**src/pkg/chan_status_pkg.sv**
```systemverilog
/*
  constants, field positions and carrier types for the channel b status / indicator pin block.
  assumes one 125 mhz clock and a synchronous active-low reset in every user.
*/
`default_nettype none

package chan_status_pkg;

  // ****************************************************************
  // register map
  // ****************************************************************
  localparam logic [6:0] ADDR_CHAN_B_STATUS_CONTROL = 7'h0d;
  localparam logic [6:0] ADDR_INDICATOR_PIN_CONTROL = 7'h0e;
  localparam logic [7:0] CHAN_B_STATUS_RESET = 8'h00;
  localparam logic [7:0] INDICATOR_PIN_RESET = 8'h00;
  localparam logic [7:0] READ_UNMAPPED = 8'h00;

  // ****************************************************************
  // field positions
  // ****************************************************************
  localparam int unsigned BIT_SOFT_RESET = 7;
  localparam int unsigned BIT_FRAMER_ON = 6;
  localparam int unsigned BIT_CURLIM_LATCHED = 5;
  localparam int unsigned BIT_UNDERVOLT_LATCHED = 4;
  localparam int unsigned BIT_LINE_FAULT_LATCHED = 3;
  localparam int unsigned BIT_CURLIM_NOW = 2;
  localparam int unsigned BIT_UNDERVOLT_NOW = 1;
  localparam int unsigned BIT_LINE_FAULT_NOW = 0;
  localparam int unsigned BIT_B_LED2_ON = 7;
  localparam int unsigned BIT_B_ERR_PIN_MODE = 6;
  localparam int unsigned BIT_B_LED1_ON = 5;
  localparam int unsigned BIT_B_READY_PIN_MODE = 4;
  localparam int unsigned BIT_A_LED2_ON = 3;
  localparam int unsigned BIT_A_ERR_PIN_MODE = 2;
  localparam int unsigned BIT_A_LED1_ON = 1;
  localparam int unsigned BIT_A_READY_PIN_MODE = 0;

  // ****************************************************************
  // serial register port framing
  // ****************************************************************
  localparam int unsigned CMD_READ_BIT = 7;
  localparam logic [4:0] SPI_COUNT_ZERO = 5'h00;
  localparam logic [4:0] SPI_COUNT_ONE = 5'h01;
  localparam logic [4:0] SPI_CMD_DONE = 5'h08;
  localparam logic [4:0] SPI_SHIFT_FROM = 5'h09;
  localparam logic [4:0] SPI_FRAME_DONE = 5'h10;

  // ****************************************************************
  // carrier types
  // ****************************************************************
  typedef struct packed {
    logic curlim;
    logic undervolt;
    logic line_fault;
  } fault_t;

  typedef struct packed {
    logic chan_b_receive_error_flag;
    logic chan_b_receive_ready_flag;
    logic chan_a_receive_error_flag;
    logic chan_a_receive_ready_flag;
  } rx_status_t;

  typedef struct packed {
    logic chan_b_error_indicator_pin;
    logic chan_b_ready_indicator_pin;
    logic chan_a_error_indicator_pin;
    logic chan_a_ready_indicator_pin;
  } indicator_pins_t;

  typedef struct packed {
    logic sclk;
    logic cs_n;
    logic mosi;
  } spi_pins_t;

  localparam spi_pins_t SPI_IDLE = '{sclk: 1'b0, cs_n: 1'b1, mosi: 1'b0};
  localparam fault_t FAULT_CLEAR = '{curlim: 1'b0, undervolt: 1'b0, line_fault: 1'b0};

  typedef enum logic [1:0] {
    SR_IDLE = 2'b01,
    SR_FLUSH = 2'b10
  } soft_reset_state_t;

endpackage : chan_status_pkg

`default_nettype wire

```
**src/hdl/chan_status_led_ctrl.sv**
```systemverilog
/*
  channel b status/control register, indicator pin control register, fault latching,
  soft reset sequencing and indicator pin muxing, behind the serial register port.
  assumes an spi mode 0 master with sclk at most one tenth of clock_i, fault inputs from
  the analog supply and driver monitors, receive flags from logic on clock_i.
*/
`default_nettype none

module chan_status_led_ctrl (
  input wire logic clock_i,
  input wire logic reset_n_i,
  input wire logic spi_sclk_i,
  input wire logic spi_cs_n_i,
  input wire logic spi_mosi_i,
  output logic spi_miso_o,
  output logic spi_miso_en_n_o,
  input wire chan_status_pkg::fault_t chan_b_fault_i,
  input wire chan_status_pkg::rx_status_t rx_status_i,
  output chan_status_pkg::indicator_pins_t indicator_pins_o,
  output logic chan_b_internal_framer_on_o,
  output logic chan_b_soft_reset_o,
  output logic shared_status_irq_o
);

  // ****************************************************************
  // input synchronisers
  // ****************************************************************
  chan_status_pkg::spi_pins_t spi_raw;
  chan_status_pkg::spi_pins_t spi_f;
  chan_status_pkg::fault_t fault_now;

  assign spi_raw = '{sclk: spi_sclk_i, cs_n: spi_cs_n_i, mosi: spi_mosi_i};

  sync_filter #(
    .WIDTH(3),
    .RESET_VALUE(chan_status_pkg::SPI_IDLE)
  ) u_spi_sync (
    .clock_i(clock_i),
    .reset_n_i(reset_n_i),
    .async_i(spi_raw),
    .level_o(spi_f)
  );

  // the analog monitors are slow; filtering also hides single-cycle glitches
  sync_filter #(
    .WIDTH(3),
    .RESET_VALUE(chan_status_pkg::FAULT_CLEAR)
  ) u_fault_sync (
    .clock_i(clock_i),
    .reset_n_i(reset_n_i),
    .async_i(chan_b_fault_i),
    .level_o(fault_now)
  );

  // ****************************************************************
  // register state declarations
  // ****************************************************************
  chan_status_pkg::soft_reset_state_t sr_state;
  chan_status_pkg::soft_reset_state_t next_sr_state;
  logic framer_on;
  logic next_framer_on;
  logic [7:0] indicator_ctrl;
  logic [7:0] next_indicator_ctrl;
  chan_status_pkg::fault_t latched;
  chan_status_pkg::fault_t next_latched;
  chan_status_pkg::fault_t fault_prev;
  chan_status_pkg::fault_t fault_rise;
  logic [7:0] status_read_value;

  // ****************************************************************
  // serial frame engine
  // ****************************************************************
  logic sclk_prev;
  logic [4:0] bit_cnt;
  logic [7:0] rx_shift;
  logic [7:0] cmd;
  logic [7:0] tx_shift;
  logic miso_en_n;
  logic [4:0] next_bit_cnt;
  logic [7:0] next_rx_shift;
  logic [7:0] next_cmd;
  logic [7:0] next_tx_shift;
  logic sclk_rise;
  logic sclk_fall;
  logic read_req;
  logic write_req;
  logic [6:0] read_addr;
  logic [7:0] write_data;
  logic [7:0] read_value;

  assign sclk_rise = spi_f.sclk & ~sclk_prev;
  assign sclk_fall = ~spi_f.sclk & sclk_prev;

  always_comb begin
    next_bit_cnt = bit_cnt;
    next_rx_shift = rx_shift;
    next_cmd = cmd;
    next_tx_shift = tx_shift;
    read_req = 1'b0;
    write_req = 1'b0;
    read_addr = cmd[6:0];
    write_data = rx_shift;
    if (spi_f.cs_n) begin
      next_bit_cnt = chan_status_pkg::SPI_COUNT_ZERO;
      next_tx_shift = chan_status_pkg::READ_UNMAPPED;
    end else if (sclk_rise && (bit_cnt != chan_status_pkg::SPI_FRAME_DONE)) begin
      // clocks past the sixteenth are ignored until chip select rises
      next_rx_shift = {rx_shift[6:0], spi_f.mosi};
      next_bit_cnt = bit_cnt + chan_status_pkg::SPI_COUNT_ONE;
      if (next_bit_cnt == chan_status_pkg::SPI_CMD_DONE) begin
        next_cmd = next_rx_shift;
        if (next_rx_shift[chan_status_pkg::CMD_READ_BIT]) begin
          read_req = 1'b1;
          read_addr = next_rx_shift[6:0];
          next_tx_shift = read_value;
        end
      end else if (next_bit_cnt == chan_status_pkg::SPI_FRAME_DONE) begin
        write_req = ~cmd[chan_status_pkg::CMD_READ_BIT];
        write_data = next_rx_shift;
      end
    end else if (sclk_fall && (bit_cnt >= chan_status_pkg::SPI_SHIFT_FROM)) begin
      next_tx_shift = {tx_shift[6:0], 1'b0};
    end
  end

  always_ff @(posedge clock_i) begin
    if (!reset_n_i) begin
      sclk_prev <= 1'b0;
      bit_cnt <= chan_status_pkg::SPI_COUNT_ZERO;
      rx_shift <= chan_status_pkg::READ_UNMAPPED;
      cmd <= chan_status_pkg::READ_UNMAPPED;
      tx_shift <= chan_status_pkg::READ_UNMAPPED;
      miso_en_n <= 1'b1;
    end else begin
      sclk_prev <= spi_f.sclk;
      bit_cnt <= next_bit_cnt;
      rx_shift <= next_rx_shift;
      cmd <= next_cmd;
      tx_shift <= next_tx_shift;
      miso_en_n <= spi_f.cs_n;
    end
  end

  assign spi_miso_o = tx_shift[7];
  assign spi_miso_en_n_o = miso_en_n;

  // ****************************************************************
  // read mux
  // ****************************************************************
  always_comb begin
    status_read_value = chan_status_pkg::CHAN_B_STATUS_RESET;
    status_read_value[chan_status_pkg::BIT_SOFT_RESET] = (sr_state == chan_status_pkg::SR_FLUSH);
    status_read_value[chan_status_pkg::BIT_FRAMER_ON] = framer_on;
    status_read_value[chan_status_pkg::BIT_CURLIM_LATCHED] = latched.curlim;
    status_read_value[chan_status_pkg::BIT_UNDERVOLT_LATCHED] = latched.undervolt;
    status_read_value[chan_status_pkg::BIT_LINE_FAULT_LATCHED] = latched.line_fault;
    status_read_value[chan_status_pkg::BIT_CURLIM_NOW] = fault_now.curlim;
    status_read_value[chan_status_pkg::BIT_UNDERVOLT_NOW] = fault_now.undervolt;
    status_read_value[chan_status_pkg::BIT_LINE_FAULT_NOW] = fault_now.line_fault;
  end

  always_comb begin
    if (read_addr == chan_status_pkg::ADDR_CHAN_B_STATUS_CONTROL) begin
      read_value = status_read_value;
    end else if (read_addr == chan_status_pkg::ADDR_INDICATOR_PIN_CONTROL) begin
      read_value = indicator_ctrl;
    end else begin
      read_value = chan_status_pkg::READ_UNMAPPED;
    end
  end

  // ****************************************************************
  // control and status registers
  // ****************************************************************
  logic status_write;
  logic indicator_write;
  logic status_read;

  assign status_write = write_req && (cmd[6:0] == chan_status_pkg::ADDR_CHAN_B_STATUS_CONTROL);
  assign indicator_write = write_req && (cmd[6:0] == chan_status_pkg::ADDR_INDICATOR_PIN_CONTROL);
  assign status_read = read_req && (read_addr == chan_status_pkg::ADDR_CHAN_B_STATUS_CONTROL);
  assign fault_rise = fault_now & ~fault_prev;

  always_comb begin
    next_sr_state = sr_state;
    next_framer_on = framer_on;
    next_indicator_ctrl = indicator_ctrl;
    next_latched = latched;
    // the value shifted out was sampled before this clear, so no event goes unseen
    if (status_read) begin
      next_latched = chan_status_pkg::FAULT_CLEAR;
    end
    case (sr_state)
      chan_status_pkg::SR_IDLE: begin
        if (status_write) begin
          next_framer_on = write_data[chan_status_pkg::BIT_FRAMER_ON];
          if (write_data[chan_status_pkg::BIT_SOFT_RESET]) begin
            next_sr_state = chan_status_pkg::SR_FLUSH;
          end
        end
      end
      chan_status_pkg::SR_FLUSH: begin
        // only channel b bits return to reset; indicator control is shared and kept
        next_framer_on =
          chan_status_pkg::CHAN_B_STATUS_RESET[chan_status_pkg::BIT_FRAMER_ON];
        next_latched = chan_status_pkg::FAULT_CLEAR;
        next_sr_state = chan_status_pkg::SR_IDLE;
      end
      default: begin
        next_sr_state = chan_status_pkg::SR_IDLE;
      end
    endcase
    if (indicator_write) begin
      next_indicator_ctrl = write_data;
    end
    // set wins over any clear in the same cycle
    next_latched = next_latched | fault_rise;
  end

  always_ff @(posedge clock_i) begin
    if (!reset_n_i) begin
      sr_state <= chan_status_pkg::SR_IDLE;
      framer_on <= chan_status_pkg::CHAN_B_STATUS_RESET[chan_status_pkg::BIT_FRAMER_ON];
      indicator_ctrl <= chan_status_pkg::INDICATOR_PIN_RESET;
      latched <= chan_status_pkg::FAULT_CLEAR;
      fault_prev <= chan_status_pkg::FAULT_CLEAR;
    end else begin
      sr_state <= next_sr_state;
      framer_on <= next_framer_on;
      indicator_ctrl <= next_indicator_ctrl;
      latched <= next_latched;
      fault_prev <= fault_now;
    end
  end

  assign chan_b_soft_reset_o = (sr_state == chan_status_pkg::SR_FLUSH);
  assign chan_b_internal_framer_on_o = framer_on;
  assign shared_status_irq_o = |latched;

  // ****************************************************************
  // indicator pins
  // ****************************************************************
  chan_status_pkg::indicator_pins_t pins;
  chan_status_pkg::indicator_pins_t next_pins;

  // interrupt masks never enter here, so status mode shows the raw flags
  always_comb begin
    next_pins.chan_b_error_indicator_pin = indicator_ctrl[chan_status_pkg::BIT_B_ERR_PIN_MODE] ?
      rx_status_i.chan_b_receive_error_flag :
      indicator_ctrl[chan_status_pkg::BIT_B_LED2_ON];
    next_pins.chan_b_ready_indicator_pin = indicator_ctrl[chan_status_pkg::BIT_B_READY_PIN_MODE] ?
      rx_status_i.chan_b_receive_ready_flag :
      indicator_ctrl[chan_status_pkg::BIT_B_LED1_ON];
    next_pins.chan_a_error_indicator_pin = indicator_ctrl[chan_status_pkg::BIT_A_ERR_PIN_MODE] ?
      rx_status_i.chan_a_receive_error_flag :
      indicator_ctrl[chan_status_pkg::BIT_A_LED2_ON];
    next_pins.chan_a_ready_indicator_pin = indicator_ctrl[chan_status_pkg::BIT_A_READY_PIN_MODE] ?
      rx_status_i.chan_a_receive_ready_flag :
      indicator_ctrl[chan_status_pkg::BIT_A_LED1_ON];
  end

  always_ff @(posedge clock_i) begin
    if (!reset_n_i) begin
      pins <= '0;
    end else begin
      pins <= next_pins;
    end
  end

  assign indicator_pins_o = pins;

endmodule : chan_status_led_ctrl

`default_nettype wire

```
**src/hdl/sync_filter.sv**
```systemverilog
/*
  three-stage synchroniser with agreement filter for asynchronous levels.
  assumes inputs change slower than a few clock periods; reset value is a constant.
*/
`default_nettype none

module sync_filter #(
  parameter int unsigned WIDTH = 1,
  parameter logic [WIDTH-1:0] RESET_VALUE = '0
) (
  input wire logic clock_i,
  input wire logic reset_n_i,
  input wire logic [WIDTH-1:0] async_i,
  output logic [WIDTH-1:0] level_o
);

  // ****************************************************************
  // stages
  // ****************************************************************
  logic [WIDTH-1:0] stage1;
  logic [WIDTH-1:0] stage2;
  logic [WIDTH-1:0] stage3;
  logic [WIDTH-1:0] level;
  logic [WIDTH-1:0] next_level;

  // a bit moves only when stages two and three agree; stage one feeds stage two alone
  always_comb begin
    next_level = level;
    for (int i = 0; i < int'(WIDTH); i++) begin
      if (stage2[i] == stage3[i]) begin
        next_level[i] = stage2[i];
      end
    end
  end

  always_ff @(posedge clock_i) begin
    if (!reset_n_i) begin
      stage1 <= RESET_VALUE;
      stage2 <= RESET_VALUE;
      stage3 <= RESET_VALUE;
      level <= RESET_VALUE;
    end else begin
      stage1 <= async_i;
      stage2 <= stage1;
      stage3 <= stage2;
      level <= next_level;
    end
  end

  assign level_o = level;

endmodule : sync_filter

`default_nettype wire

```
**config.mk**
```make
export PLATFORM = sky130hd
export DESIGN_NAME = chan_status_led_ctrl
export DESIGN_NICKNAME = d
export VERILOG_FILES = /design/src/pkg/chan_status_pkg.sv /design/src/hdl/chan_status_led_ctrl.sv /design/src/hdl/sync_filter.sv
export SDC_FILE = /design/constraint.sdc
export NUM_CORES = 1
export LEC_CHECK = 0
export BUFFER_PORTS_ARGS = -buffer_cell sky130_fd_sc_hd__buf_2
export CAP_MARGIN = 20
export CORE_ASPECT_RATIO = 1.25
export CORE_MARGIN = 5
export CORE_UTILIZATION = 60
export CTS_CLUSTER_DIAMETER = 80
export DETAILED_ROUTE_END_ITERATION = 8
export PLACE_DENSITY = 0.79
export SLEW_MARGIN = 30
export SYNTH_ARGS = -nofsm -noshare
export SYNTH_HDL_FRONTEND = slang
export SYNTH_HIERARCHICAL = 1
export SYNTH_SLANG_ARGS = --single-unit
```
**constraint.sdc**
```tcl
create_clock -name clock_i -period 5 [get_ports clock_i]
set_input_delay 0.25 -clock clock_i [delete_from_list [all_inputs] [get_ports clock_i]]
set_output_delay 0.25 -clock clock_i [all_outputs]
set_load 0.1 [all_outputs]
```
==> load_flow_metrics.sql, run 1 <==
INSERT INTO impl_metrics (metric_group, metric, value, unit) VALUES
('finish', 'post_route_cells_drive_above_1_share', '14.8', '%'),
('synth', 'synth_compound_area_share', '13.4', '%'),
('synth', 'synth.yosys.seq_area_share', '47.2', '%'),
('worst_setup_path', 'worst_r2r_path_depth', '7', ''),
('place', 'numPlacedInstances', '390', ''),
('worst_hold_path', 'hold_path_depth', '2', ''),
('finish', 'final_net_count', '355', ''),
('sta', 'max_slew_margin', '45.6', '%'),
('sta', 'fin_setup_tns', '0', 'ps'),
('clocking', 'post_cts_resize_count', '0', ''),
('pwr', 'power_density', '342', 'nW/um^2'),
('route', 'drt.antenna.violating_nets', '0', ''),
('synth', 'yosys_warnings', '6', ''),
('outcome', 'run_status', 'complete, no violations', ''),
('global_routing', 'maximum_number_of_pins_on_one_net_before_global_route_repair', '64', ''),
('place', 'detailed_place_hpwl', '4190', 'um'),
('sta', 'crit_share_post_route', '49.2', '%'),
('synth', 'synth.largest_area_cell', 'sky130_fd_sc_hd__dfxtp_1', ''),
('pwr', 'pwr-share-comb', '1.6', '%'),
('pwr', 'power_switching_share', '19.5', '%'),
('sta', 'final_max_slew_viol_count', '0', ''),
('global_routing', 'grt.total_usage', '19.9', '%'),
('route', 'post_drt_wl_per_cell', '15.2', 'um'),
('synth', 'synth.area.mux_share', '7.98', '%'),
('sta', 'clock.fmax', '0.406', 'GHz'),
('worst_setup_path', 'worstSetupStartpoint', 'bit_cnt[0]$_SDFFE_PP0N_', ''),
('synth', 'synth_area', '3180', 'um^2'),
('synth', 'avgSynthCellArea', '9.94', 'um^2'),
('clocking', 'cts_tree', 'built', ''),
('pwr', 'vdd_drop_max', '0.245', 'mV'),
('sta', 'report.final.hold_viol_count', '0', ''),
('synth', 'yosysUniqueCellTypes', '52', ''),
('route', 'detailedRoute.firstPassIterationCount', '5', ''),
('finish', 'antenna-diode-count', '0', ''),
('pwr', 'switchingPower', '0.000236', 'W'),
('worst_setup_path', 'timing.setup.critical_path_class', 'flop to flop', ''),
('synth', 'yosys.area_share.adder', '1.57', '%'),
('synth', 'postSynthCellCount', '320', ''),
('pwr', 'p_leak', '1.35', 'nW'),
('route', 'dr.first_iter.drc_count', '220', ''),
('global_routing', 'globalRouteOverflowTotal', '0', ''),
('worst_hold_path', 'worstHoldEndpoint', 'u_spi_sync/stage1[1]$_SDFF_PN1_', ''),
('die', 'die_w', '75.1', 'um'),
('pwr', 'share_seq_of_total_power', '50.1', '%'),
('route', 'post-route-drc-count', '0', ''),
('sta', 'setup_viol', '0', ''),
('global_routing', 'via_count_of_the_first_global_routing_pass', '2224', ''),
('synth', 'postSynth.asyncResetShare', '0', '%'),
('die', 'num_rows', '29', ''),
('sta', 'rsz0062_at_grt', 'no', ''),
('synth', 'synth_flop_cell', 'sky130_fd_sc_hd__dfxtp_1', ''),
('clocking', 'cts.sink_count', '75', ''),
('place', 'portBuffers', '20', ''),
('flow_run', 'cap_violations', '0', ''),
('die', 'core-area', '5120', 'um^2'),
('finish', 'finish.utilization', '69.2', '%'),
('worst_setup_path', 'worst-path-max-fanout', '12', ''),
('finish', 'finish.cell_count_without_fillers', '406', ''),
('sta', 'worst_slew_pin_tran', '817', 'ps'),
('synth', 'cell_types_with_the_largest_area_share_after_synthesis', 'sky130_fd_sc_hd__dfxtp_1 (47%), sky130_fd_sc_hd__mux2i_1 (7.6%), sky130_fd_sc_hd__nor2b_1 (4.3%)', ''),
('finish', 'layout_overhead_on_the_synthesized_area', '11.3', '%'),
('worst_setup_path', 'rrSetupSlack', '2540', 'ps'),
('die', 'die_h', '91.4', 'um'),
('worst_hold_path', 'hp-start', 'spi_cs_n_i', ''),
('worst_hold_path', 'hold_path_class', 'input pin to flop', ''),
('clocking', 'clk-insertion-delay-late', '350', 'ps'),
('route', 'route.vias.total', '2339', ''),
('synth', 'synth-edff-count', '0', ''),
('clocking', 'total_clock_buffers_created_by_cts', '9', ''),
('worst_setup_path', 'worstReg2RegEnd', 'tx_shift[4]$_SDFFE_PP0P_', ''),
('sta', 'final.setup_skew', '6.19', 'ps');
[cell type report]
cell class / count / area, um^2
Fill cell: 414 / 1580
Multi-Input combinational cell: 222 / 1560
Sequential cell: 75 / 1500
Clock buffer: 11 / 151
Clock inverter: 5 / 108
Timing Repair Buffer: 21 / 108
Tap cell: 62 / 77.6
Inverter: 10 / 37.5
[stage by stage]
step | worst slack, ps | hold slack, ps | total power [W] | cell area, um^2
finish | 2540 | 82.8 | 0.00121 | 3540
CTS | 2520 | 72.8 | 0.00122 | 3540
detailed placement | 2570 | 420 | 0.000639 | 3280
floorplan | 2850 | 346 | 0.000632 | 3180
global placement | 2620 | 411 | 0.000639 | 3280
global route | 2350 | 85.4 | 0.00125 | 3540
[worst max-delay path: stages, from the launching register on]
cell,delay [ps]
sky130_fd_sc_hd__dfxtp_1,390
sky130_fd_sc_hd__ha_1,290
sky130_fd_sc_hd__and2_1,190
sky130_fd_sc_hd__and3_1,200
sky130_fd_sc_hd__a21oi_2,500
sky130_fd_sc_hd__mux2i_1,290
sky130_fd_sc_hd__nor3_2,100
sky130_fd_sc_hd__a221o_1,380
[power groups by stage]
stage	Sequential, W	Combinational (W)	Clock (W)
floorplan	0.000619	0.0000135	0
global placement	0.000619	0.0000194	0
detailed placement	0.000620	0.0000196	0
CTS	0.000606	0.0000196	0.000592
global route	0.000606	0.0000224	0.000624
finish	0.000606	0.0000192	0.000585
[flip-flops by register name (all words and copies together), names as in the netlist]
signal	cells
u_spi_sync/stage2	3
u_spi_sync/stage3	3
u_fault_sync/stage3	3
u_fault_sync/stage2	3
tx_shift	8
u_spi_sync/stage1	3
sclk_prev	1
fault_prev	3
chan_b_internal_framer_on_o	1
bit_cnt	5
cmd	8
indicator_ctrl	8
u_fault_sync/level_o	3
indicator_pins_o	4
spi_miso_en_n_o	1
u_fault_sync/stage1	3
sr_state	2
latched	3
rx_shift	7
u_spi_sync/level_o	3
[placed cells by master (no fill, tap or decap), types with 2 or more instances in the layout]
cell type / count
sky130_fd_sc_hd__a21oi_1: 14
sky130_fd_sc_hd__nand2b_1: 3
sky130_fd_sc_hd__nand2_1: 33
sky130_fd_sc_hd__buf_2: 20
sky130_fd_sc_hd__ha_1: 4
sky130_fd_sc_hd__inv_1: 10
sky130_fd_sc_hd__xor2_1: 2
sky130_fd_sc_hd__and3_1: 4
sky130_fd_sc_hd__or2b_1: 3
sky130_fd_sc_hd__dfxtp_1: 75
sky130_fd_sc_hd__clkbuf_8: 11
sky130_fd_sc_hd__o211ai_1: 9
sky130_fd_sc_hd__a22o_1: 5
sky130_fd_sc_hd__nor2b_1: 22
sky130_fd_sc_hd__and2_1: 20
sky130_fd_sc_hd__mux2i_1: 24
sky130_fd_sc_hd__nor3b_1: 2
sky130_fd_sc_hd__nand4b_1: 3
sky130_fd_sc_hd__a31oi_1: 2
sky130_fd_sc_hd__nand3b_1: 2
sky130_fd_sc_hd__o211ai_2: 2
sky130_fd_sc_hd__nor3_2: 3
sky130_fd_sc_hd__nor4b_1: 2
sky130_fd_sc_hd__nand4_1: 2
sky130_fd_sc_hd__nand3_1: 12
sky130_fd_sc_hd__nor2_1: 13
sky130_fd_sc_hd__bufinv_16: 3
sky130_fd_sc_hd__a21boi_0: 7
sky130_fd_sc_hd__a221o_1: 6
[cell usage after synthesis (3+ instances only)]
| master | instances |
|---|---|
| sky130_fd_sc_hd__a21boi_0 | 7 |
| sky130_fd_sc_hd__dfxtp_1 | 75 |
| sky130_fd_sc_hd__nand4b_1 | 3 |
| sky130_fd_sc_hd__nor2_1 | 13 |
| sky130_fd_sc_hd__nand2_1 | 33 |
| sky130_fd_sc_hd__a22o_1 | 5 |
| sky130_fd_sc_hd__buf_6 | 5 |
| sky130_fd_sc_hd__a21oi_1 | 14 |
| sky130_fd_sc_hd__nand3_1 | 12 |
| sky130_fd_sc_hd__o211ai_1 | 9 |
| sky130_fd_sc_hd__ha_1 | 4 |
| sky130_fd_sc_hd__a221o_1 | 6 |
| sky130_fd_sc_hd__clkbuf_1 | 4 |
| sky130_fd_sc_hd__mux2i_1 | 24 |
| sky130_fd_sc_hd__and3_1 | 4 |
| sky130_fd_sc_hd__inv_1 | 10 |
| sky130_fd_sc_hd__nand2b_1 | 3 |
| sky130_fd_sc_hd__or2b_1 | 3 |
| sky130_fd_sc_hd__nor2b_1 | 22 |
| sky130_fd_sc_hd__buf_2 | 3 |
| sky130_fd_sc_hd__nor3_2 | 3 |
| sky130_fd_sc_hd__and2_1 | 20 |
[layer usage]
metal / vias to the layer above / global-route usage, % / wire length, um
met5: - / 0 / 0
met4: 0 / 8.45 / 126
met3: 12 / 5.30 / 266
met2: 59 / 31.9 / 3090
met1: 1102 / 24.9 / 2690
li1: 1166 / - / -
[cell families after synthesis]
logic type	Yosys count
and+or+nand+nor	134
buffers and inverters	23
xor gates and xnor gates	3
DFF	75
muxes	25
adders and majority gates	4
AOI/OAI and AO/OA	56
[how the worst max path moves through the flow]
stage                                    end  slack, ps  cells after the start
floorplan           tx_shift[6]$_SDFFE_PP0P_       2850                      9
global placement    tx_shift[6]$_SDFFE_PP0P_       2620                      9
detailed placement  tx_shift[5]$_SDFFE_PP0P_       2570                      7
CTS                 tx_shift[6]$_SDFFE_PP0P_       2520                      9
global route        tx_shift[6]$_SDFFE_PP0P_       2350                      9
finish              tx_shift[4]$_SDFFE_PP0P_       2540                      7
(Power assumes the default switching activity.)
==> inputs of run 2 (changes only) <==
--- a/config.mk
+++ b/config.mk
@@ -9,10 +9,10 @@
 export CAP_MARGIN = 20
 export CORE_ASPECT_RATIO = 1.25
 export CORE_MARGIN = 5
-export CORE_UTILIZATION = 60
+export CORE_UTILIZATION = 54
 export CTS_CLUSTER_DIAMETER = 80
 export DETAILED_ROUTE_END_ITERATION = 8
-export PLACE_DENSITY = 0.79
+export PLACE_DENSITY = 0.75
 export SLEW_MARGIN = 30
 export SYNTH_ARGS = -nofsm -noshare
 export SYNTH_HDL_FRONTEND = slang
==> constraint.sdc (replaced) <==
create_clock -name clock_i -period 2.1 [get_ports clock_i]
set_input_delay 0.105 -clock clock_i [delete_from_list [all_inputs] [get_ports clock_i]]
set_output_delay 0.105 -clock clock_i [all_outputs]
set_load 0.1 [all_outputs]
==> run 2 against run 1 <==
  * Worst setup slack got worse by 2500 ps
  * Combinational power rose to 3.1 times the previous value
  * Critical endpoint is now tx_shift[7]$_SDFFE_PP0P_
  * Final cell count rose by 7.9%
  * First-iteration DRC count fell by 40%
  * Sequential power rose by 140%
  * Final area rose by 6.0%
  * Fmax rose by 18%
  * Via count rose by 3.8%
  * Global-route usage fell by 0.85 points
==> load_flow_metrics.sql, run 2 (synthesized netlist as in run 1, its figures left out) <==
INSERT INTO impl_metrics (metric_group, metric, value, unit) VALUES
('outcome', 'run_status', 'complete, no violations', ''),
('finish', 'layout.cell_area.non_filler', '3750', 'um^2'),
('worst_setup_path', 'rrSetupSlack', '20', 'ps'),
('sta', 'rsz0062_at_grt', 'yes', ''),
('clocking', 'clock-root-buffer', 'sky130_fd_sc_hd__clkbuf_8', ''),
('route', 'route.vias.total', '2428', ''),
('pwr', 'p_leak', '1.46', 'nW'),
('worst_hold_path', 'hp-start', 'rx_status_i[1]', ''),
('worst_setup_path', 'timing.critical_path.cells', 'ha_2, nor4b_4, and3_4, a21oi_4, buf_4, nor4_2, o22ai_1, a311oi_1', ''),
('sta', 'crit_share_post_route', '99.3', '%'),
('global_routing', 'grt.total_usage', '19.1', '%'),
('pwr', 'share_seq_of_total_power', '57.8', '%'),
('finish', 'layout_commonest_cell', 'sky130_fd_sc_hd__dfxtp_1', ''),
('worst_setup_path', 'timing.critical_path.max_delay_family', 'simple AND/OR/NAND/NOR gates', ''),
('die', 'die_w', '78.7', 'um'),
('die', 'die_h', '95.8', 'um'),
('worst_setup_path', 'worstReg2RegEnd', 'tx_shift[7]$_SDFFE_PP0P_', ''),
('worst_hold_path', 'worstHoldEndpoint', 'indicator_pins_o[1]$_SDFF_PN0_', ''),
('pwr', 'pwr-share-comb', '2.4', '%'),
('finish', 'post_route_cells_drive_above_1_share', '21.8', '%'),
('worst_setup_path', 'worst-path-max-fanout', '6', ''),
('worst_setup_path', 'cpPeakStageDelay', '370', 'ps'),
('pwr', 'switchingPower', '0.000565', 'W'),
('place', 'place_area', '3450', 'um^2'),
('sta', 'whs', '15.0', 'ps'),
('route', 'post_drt_wl_per_cell', '15.1', 'um'),
('pwr', 'vdd_drop_max', '0.513', 'mV'),
('worst_setup_path', 'endpoint_kind', 'flop', ''),
('worst_hold_path', 'hold_path_class', 'input pin to flop', ''),
('clocking', 'clk-insertion-delay-late', '350', 'ps'),
('place', 'gpl.final_weighted_congestion', '0.836', ''),
('clocking', 'cts.sink_count', '75', ''),
('route', 'drt.antenna.violating_nets', '0', ''),
('clocking', 'cts_buffer_depth', '2', ''),
('finish', 'fillers', '496', ''),
('pwr', 'power.internal', '0.00193', 'W'),
('worst_setup_path', 'worst_r2r_path_depth', '8', ''),
('route', 'viasPerCell', '5.54', ''),
('sta', 'final.setup_skew', '9.89', 'ps'),
('route', 'dr.first_iter.drc_count', '131', ''),
('die', 'num_rows', '31', ''),
('sta', 'max_slew_margin', '67.5', '%'),
('sta', 'fin_crit', '2080', 'ps'),
('finish', 'antenna-diode-count', '0', ''),
('flow_run', 'cap_violations', '0', ''),
('global_routing', 'globalRouteOverflowTotal', '0', ''),
('worst_setup_path', 'crit_arrival', '2350', 'ps'),
('place', 'detailed_place_hpwl', '4620', 'um'),
('worst_setup_path', 'crit_path_start_kind', 'flop', ''),
('pwr', 'totalPowerFinal', '0.00249', 'W'),
('clocking', 'cts.clk_slew.worst_paths', '80', 'ps'),
('clocking', 'cts_tree', 'built', ''),
('sta', 'worst_slew_pin_tran', '491', 'ps'),
('finish', 'finish.cell_count_without_fillers', '438', ''),
('clocking', 'total_clock_buffers_created_by_cts', '9', ''),
('finish', 'final_net_count', '383', ''),
('sta', 'setup_viol', '0', ''),
('global_routing', 'grt_first_pass_wirelength', '10900', 'um'),
('place', 'numPlacedInstances', '413', ''),
('route', 'routed_wirelength', '6590', 'um'),
('finish', 'multiInputGateArea', '1600', 'um^2'),
('place', 'portBuffers', '20', ''),
('pwr', 'p_clk_share', '39.9', '%'),
('sta', 'report.final.hold_viol_count', '0', ''),
('clocking', 'cts-htree-levels', '3', ''),
('global_routing', 'initial_antenna_violation_count', '0', ''),
('pwr', 'power_switching_share', '22.7', '%'),
('worst_setup_path', 'crit_required', '2360', 'ps'),
('finish', 'layout_overhead_on_the_synthesized_area', '18.0', '%'),
('worst_setup_path', 'critical_path.n_buffers_inverters', '1', ''),
('pwr', 'power_density', '664', 'nW/um^2'),
('global_routing', 'maximum_number_of_pins_on_one_net_before_global_route_repair', '29', ''),
('route', 'post-route-drc-count', '0', ''),
('sta', 'clock.fmax', '0.480', 'GHz'),
('route', 'detailedRoute.firstPassIterationCount', '4', ''),
('die', 'pin_count', '21', ''),
('die', 'die_area', '7540', 'um^2'),
('finish', 'finish.utilization', '64.9', '%'),
('finish', 'mostFrequentLayoutCells', 'sky130_fd_sc_hd__dfxtp_1 (73), sky130_fd_sc_hd__nand2_1 (33), sky130_fd_sc_hd__mux2i_1 (24)', ''),
('die', 'initial_cell_density_of_the_core', '55.1', '%'),
('finish', 'biggestRegsByFlops', 'cmd x8, indicator_ctrl x8, tx_shift x8', ''),
('die', 'core-area', '5780', 'um^2'),
('worst_hold_path', 'hold_path_depth', '3', ''),
('sta', 'final_max_slew_viol_count', '0', ''),
('worst_setup_path', 'critical_path_depth', '8', ''),
('worst_setup_path', 'timing.setup.critical_path_class', 'flop to flop', ''),
('worst_setup_path', 'crit-reg2reg-launch', 'bit_cnt[0]$_SDFFE_PP0N_', ''),
('finish', 'seq_area', '1510', 'um^2'),
('worst_setup_path', 'crit_slowest_cell', 'sky130_fd_sc_hd__dfxtp_4', ''),
('global_routing', 'via_count_of_the_first_global_routing_pass', '2338', '');
==> run 2: changes by cell type in the layout (fill, tap and decap cells not counted), moves of 2 or more <==
cell / delta
sky130_fd_sc_hd__ha_1: -2
sky130_fd_sc_hd__clkinv_2: +3
sky130_fd_sc_hd__buf_4: +21
sky130_fd_sc_hd__inv_1: -2
sky130_fd_sc_hd__dfxtp_1: -2
sky130_fd_sc_hd__bufinv_16: -3
sky130_fd_sc_hd__dfxtp_4: +2
sky130_fd_sc_hd__inv_4: +3
sky130_fd_sc_hd__dlygate4sd3_1: +6
==> run 2: repair_timing <==
action	CTS	global route
setup buffers	0	3
pin swaps	1	11
hold buffers	6	0
resized for setup	1	8
hold endpoints to repair	6	0
setup endpoints to repair	9	21
==> run 2: how the worst max path moves through the flow <==
| stage | start | to | slack, ps |
|---|---|---|---|
| floorplan | bit_cnt[1]$_SDFFE_PP0N_ | tx_shift[6]$_SDFFE_PP0P_ | -7 |
| global placement | bit_cnt[0]$_SDFFE_PP0N_ | tx_shift[2]$_SDFFE_PP0P_ | 20 |
| detailed placement | bit_cnt[0]$_SDFFE_PP0N_ | tx_shift[5]$_SDFFE_PP0P_ | -40 |
| CTS | bit_cnt[0]$_SDFFE_PP0N_ | tx_shift[3]$_SDFFE_PP0P_ | 20 |
| global route | bit_cnt[1]$_SDFFE_PP0N_ | tx_shift[4]$_SDFFE_PP0P_ | -160 |
| finish | bit_cnt[0]$_SDFFE_PP0N_ | tx_shift[7]$_SDFFE_PP0P_ | 20 |
==> run 2: area by class of cell <==
type | instances | share of cell area [%]
inverters | 10 | 1.13
flip-flops and latches | 75 | 40.2
well taps | 66 | 2.20
clock inverters | 6 | 1.03
repair buffers | 49 | 9.20
clock buffers | 10 | 3.67
multi-input cells | 222 | 42.6
==> run 2: through the flow <==
step | setup TNS [ps] | setup slack, ps
after floorplan | -24.7 | -6.55
after global placement | 0 | 18.6
after detailed placement | -219 | -39.2
after CTS | 0 | 16.5
after global routing | -1070 | -163
final | 0 | 15.6
==> run 2: routing by layer <==
layer	track usage (%)	vias up	wire [um]
li1	-	1218	-
met1	21.2	1137	2720
met2	33.6	58	3400
met3	3.37	15	261
met4	12.4	0	206
met5	0	-	0
==> run 2: power groups by stage <==
| stage | sequential (W) | combinational [W] | clock, W |
|---|---|---|---|
| after global placement | 0.00147 | 0.0000499 | 0 |
| after detailed placement | 0.00147 | 0.0000508 | 0 |
| final | 0.00144 | 0.0000594 | 0.000993 |
| after global routing | 0.00144 | 0.0000667 | 0.00109 |
| after floorplan | 0.00147 | 0.0000321 | 0 |
| after CTS | 0.00144 | 0.0000593 | 0.00102 |
==> run 2: worst register-to-register path, cell delays in order, from the launching register on <==
cell and delay, ps:
sky130_fd_sc_hd__dfxtp_4 370, sky130_fd_sc_hd__ha_2 230, sky130_fd_sc_hd__nor4b_4 300, sky130_fd_sc_hd__and3_4 240
sky130_fd_sc_hd__a21oi_4 50, sky130_fd_sc_hd__buf_4 160, sky130_fd_sc_hd__nor4_2 210, sky130_fd_sc_hd__o22ai_1 160
sky130_fd_sc_hd__a311oi_1 270
==> inputs of run 3 (changes only) <==
--- a/config.mk
+++ b/config.mk
@@ -9,10 +9,9 @@
 export CAP_MARGIN = 20
 export CORE_ASPECT_RATIO = 1.25
 export CORE_MARGIN = 5
-export CORE_UTILIZATION = 54
+export CORE_UTILIZATION = 35
 export CTS_CLUSTER_DIAMETER = 80
 export DETAILED_ROUTE_END_ITERATION = 8
-export PLACE_DENSITY = 0.75
 export SLEW_MARGIN = 30
 export SYNTH_ARGS = -nofsm -noshare
 export SYNTH_HDL_FRONTEND = slang
==> run 3 against run 2 <==
  * Die area up 47%
  * Non-clock buffer count up 6
  * Combinational power down 1%
  * Worst setup slack worse by 1.6 ps
  * Via count down 0.12%
  * Clock-buffer cell count down 1
  * Sequential power about the same
  * Highest routed layer unchanged
  * Largest power group is now the clock network
  * Utilization down 20 points
  * First-iteration DRC count up 2.3%
  * Sequential cell count unchanged
  * Power up 24%
  * Critical endpoint is now tx_shift[2]$_SDFFE_PP0P_
  * Final area up 7.6%
==> load_flow_metrics.sql, run 3 (synthesized netlist as in run 1, its figures left out) <==
INSERT INTO impl_metrics (metric_group, metric, value, unit) VALUES
('sta', 'setup_viol', '0', ''),
('clocking', 'clk-insertion-delay-late', '340', 'ps'),
('pwr', 'power_switching_share', '21.8', '%'),
('sta', 'worst_slew_pin_tran', '487', 'ps'),
('global_routing', 'via_count_of_the_first_global_routing_pass', '2385', ''),
('route', 'detailedRoute.firstPassIterationCount', '5', ''),
('sta', 'crit_share_post_route', '99.3', '%'),
('pwr', 'p_clk_share', '51.3', '%'),
('die', 'num_rows', '39', ''),
('pwr', 'share_seq_of_total_power', '46.8', '%'),
('worst_hold_path', 'hold_path_class', 'input pin to flop', ''),
('die', 'pin_count', '21', ''),
('finish', 'final_net_count', '389', ''),
('clocking', 'cts.sink_count', '75', ''),
('pwr', 'power.internal', '0.00241', 'W'),
('outcome', 'run_status', 'complete, no violations', ''),
('finish', 'post_route_cells_drive_above_1_share', '25.4', '%'),
('clocking', 'total_clock_buffers_created_by_cts', '9', ''),
('worst_setup_path', 'endpoint_kind', 'flop', ''),
('finish', 'layout_overhead_on_the_synthesized_area', '26.9', '%'),
('place', 'portBuffers', '20', ''),
('sta', 'final_max_slew_viol_count', '0', ''),
('route', 'dr.first_iter.drc_count', '134', ''),
('finish', 'fillers', '871', ''),
('pwr', 'p_leak', '1.54', 'nW'),
('global_routing', 'globalRouteOverflowTotal', '0', ''),
('global_routing', 'maximum_number_of_pins_on_one_net_before_global_route_repair', '44', ''),
('sta', 'report.final.hold_viol_count', '0', ''),
('worst_setup_path', 'crit_path_start_kind', 'flop', ''),
('worst_setup_path', 'timing.setup.critical_path_class', 'flop to flop', ''),
('sta', 'whs', '30.9', 'ps'),
('die', 'core-area', '9030', 'um^2'),
('finish', 'antenna-diode-count', '0', ''),
('flow_run', 'cap_violations', '0', ''),
('worst_setup_path', 'crit_required', '2320', 'ps'),
('worst_setup_path', 'rrSetupSlack', '10', 'ps'),
('pwr', 'power_density', '763', 'nW/um^2'),
('finish', 'biggestRegsByFlops', 'cmd x8, indicator_ctrl x8, tx_shift x8', ''),
('die', 'initial_cell_density_of_the_core', '35.2', '%'),
('clocking', 'cts_tree', 'built', ''),
('die', 'die_area', '11100', 'um^2'),
('route', 'routed_wirelength', '6800', 'um'),
('sta', 'max_slew_margin', '67.7', '%'),
('global_routing', 'initial_antenna_violation_count', '0', ''),
('clocking', 'clock-root-buffer', 'sky130_fd_sc_hd__clkbuf_16', ''),
('finish', 'layout.cell_area.non_filler', '4040', 'um^2'),
('clocking', 'cts.clk_slew.worst_paths', '60', 'ps'),
('finish', 'layout_commonest_cell', 'sky130_fd_sc_hd__dfxtp_1', ''),
('place', 'numPlacedInstances', '477', ''),
('worst_setup_path', 'crit_arrival', '2310', 'ps'),
('worst_setup_path', 'worstSetupStartpoint', 'bit_cnt[0]$_SDFFE_PP0N_', ''),
('worst_setup_path', 'worst-path-max-fanout', '6', ''),
('die', 'die_w', '95.3', 'um'),
('route', 'post_drt_wl_per_cell', '13.6', 'um'),
('die', 'die_h', '117', 'um'),
('route', 'route.vias.total', '2425', ''),
('pwr', 'switchingPower', '0.000671', 'W'),
('pwr', 'pwr-share-comb', '1.9', '%'),
('route', 'viasPerCell', '4.84', ''),
('sta', 'final.setup_skew', '7.04', 'ps'),
('place', 'detailed_place_hpwl', '4850', 'um'),
('finish', 'mostFrequentLayoutCells', 'sky130_fd_sc_hd__dfxtp_1 (71), sky130_fd_sc_hd__nand2_1 (33), sky130_fd_sc_hd__buf_4 (28)', ''),
('worst_setup_path', 'worstSetupEndpoint', 'tx_shift[2]$_SDFFE_PP0P_', ''),
('sta', 'clock.fmax', '0.479', 'GHz'),
('sta', 'fin_setup_tns', '0', 'ps'),
('worst_setup_path', 'crit-reg2reg-launch', 'bit_cnt[0]$_SDFFE_PP0N_', ''),
('place', 'gpl.final_weighted_congestion', '0.824', ''),
('clocking', 'cts-htree-levels', '3', ''),
('route', 'post-route-drc-count', '0', ''),
('finish', 'finish.cell_count_without_fillers', '501', ''),
('worst_setup_path', 'worst_r2r_path_depth', '9', ''),
('worst_setup_path', 'worstReg2RegEnd', 'tx_shift[2]$_SDFFE_PP0P_', ''),
('pwr', 'totalPowerFinal', '0.00308', 'W'),
('sta', 'rsz0062_at_grt', 'yes', ''),
('global_routing', 'grt_first_pass_wirelength', '11400', 'um'),
('pwr', 'vdd_drop_max', '0.435', 'mV'),
('clocking', 'cts_buffer_depth', '2', ''),
('global_routing', 'grt.total_usage', '13.3', '%'),
('place', 'place_area', '3560', 'um^2'),
('route', 'drt.antenna.violating_nets', '0', ''),
('sta', 'fin_crit', '2090', 'ps');
## run 3: routing by layer
layer	part of all wire, %	vias up	GRT usage [%]	wire (um)
li1	-	1231	-	-
met1	46	1145	16.2	3110
met2	49	38	22.0	3360
met3	3.4	11	3.67	228
met4	1.5	0	5.20	99
met5	0	-	0	0
## run 3: area by class of cell
| cell class | instances | area, um^2 | share of cell area [%] |
|---|---|---|---|
| Multi-Input combinational cell | 222 | 1640 | 40.7 |
| Sequential cell | 75 | 1510 | 37.4 |
| Timing Repair Buffer | 55 | 382 | 9.45 |
| Clock buffer | 9 | 225 | 5.58 |
| Tap cell | 123 | 154 | 3.81 |
| Clock inverter | 7 | 83.8 | 2.08 |
| Inverter | 10 | 40.0 | 0.992 |
## run 3: worst max-delay path: stages, from the launching register on
cell and delay [ps]:
sky130_fd_sc_hd__dfxtp_4 370, sky130_fd_sc_hd__ha_4 180, sky130_fd_sc_hd__and2_4 170, sky130_fd_sc_hd__and3_4 190
sky130_fd_sc_hd__a21oi_4 180, sky130_fd_sc_hd__buf_6 120, sky130_fd_sc_hd__mux2i_2 210, sky130_fd_sc_hd__nor3_2 70
sky130_fd_sc_hd__buf_4 150, sky130_fd_sc_hd__a221o_1 310
## run 3: timing repair
action	CTS	global route
setup buffers	0	4
pin swaps	3	9
gates resized for setup	2	17
setup endpoints to repair	6	19
hold buffers	6	0
endpoints found under the hold margin	6	0
## run 3: power by group through the flow
| stage | clock network, W | logic [W] | registers, W |
|---|---|---|---|
| finish | 0.00158 | 0.0000588 | 0.00144 |
| global route | 0.00168 | 0.0000664 | 0.00144 |
| CTS | 0.00162 | 0.0000597 | 0.00144 |
| detailed placement | 0 | 0.0000511 | 0.00147 |
| global placement | 0 | 0.0000503 | 0.00147 |
| floorplan | 0 | 0.0000321 | 0.00147 |
## run 3: per-stage QoR
step / utilization, % / worst slack [ps]
2_1_floorplan: - / -6.55
3_3_place_gp: 39.5 / 6.40
3_5_place_dp: 39.5 / -17.8
4_1_cts: 43.7 / 17.2
5_1_grt: 44.7 / -63.9
6_report: 44.7 / 14.0
## run 3: worst min path at each step
| stage | startpoint | cells after the start | endpoint | slack [ps] |
|---|---|---|---|---|
| 3_5_place_dp | spi_cs_n_i | 2 | u_spi_sync/stage1[1]$_SDFF_PN1_ | 290 |
| 3_3_place_gp | spi_cs_n_i | 2 | u_spi_sync/stage1[1]$_SDFF_PN1_ | 280 |
| 4_1_cts | rx_status_i[2] | 3 | indicator_pins_o[2]$_SDFF_PN0_ | 30 |
| 2_1_floorplan | spi_cs_n_i | 1 | u_spi_sync/stage1[1]$_SDFF_PN1_ | 200 |
| 5_1_grt | rx_status_i[1] | 3 | indicator_pins_o[1]$_SDFF_PN0_ | 40 |
| 6_report | rx_status_i[1] | 3 | indicator_pins_o[1]$_SDFF_PN0_ | 30 |
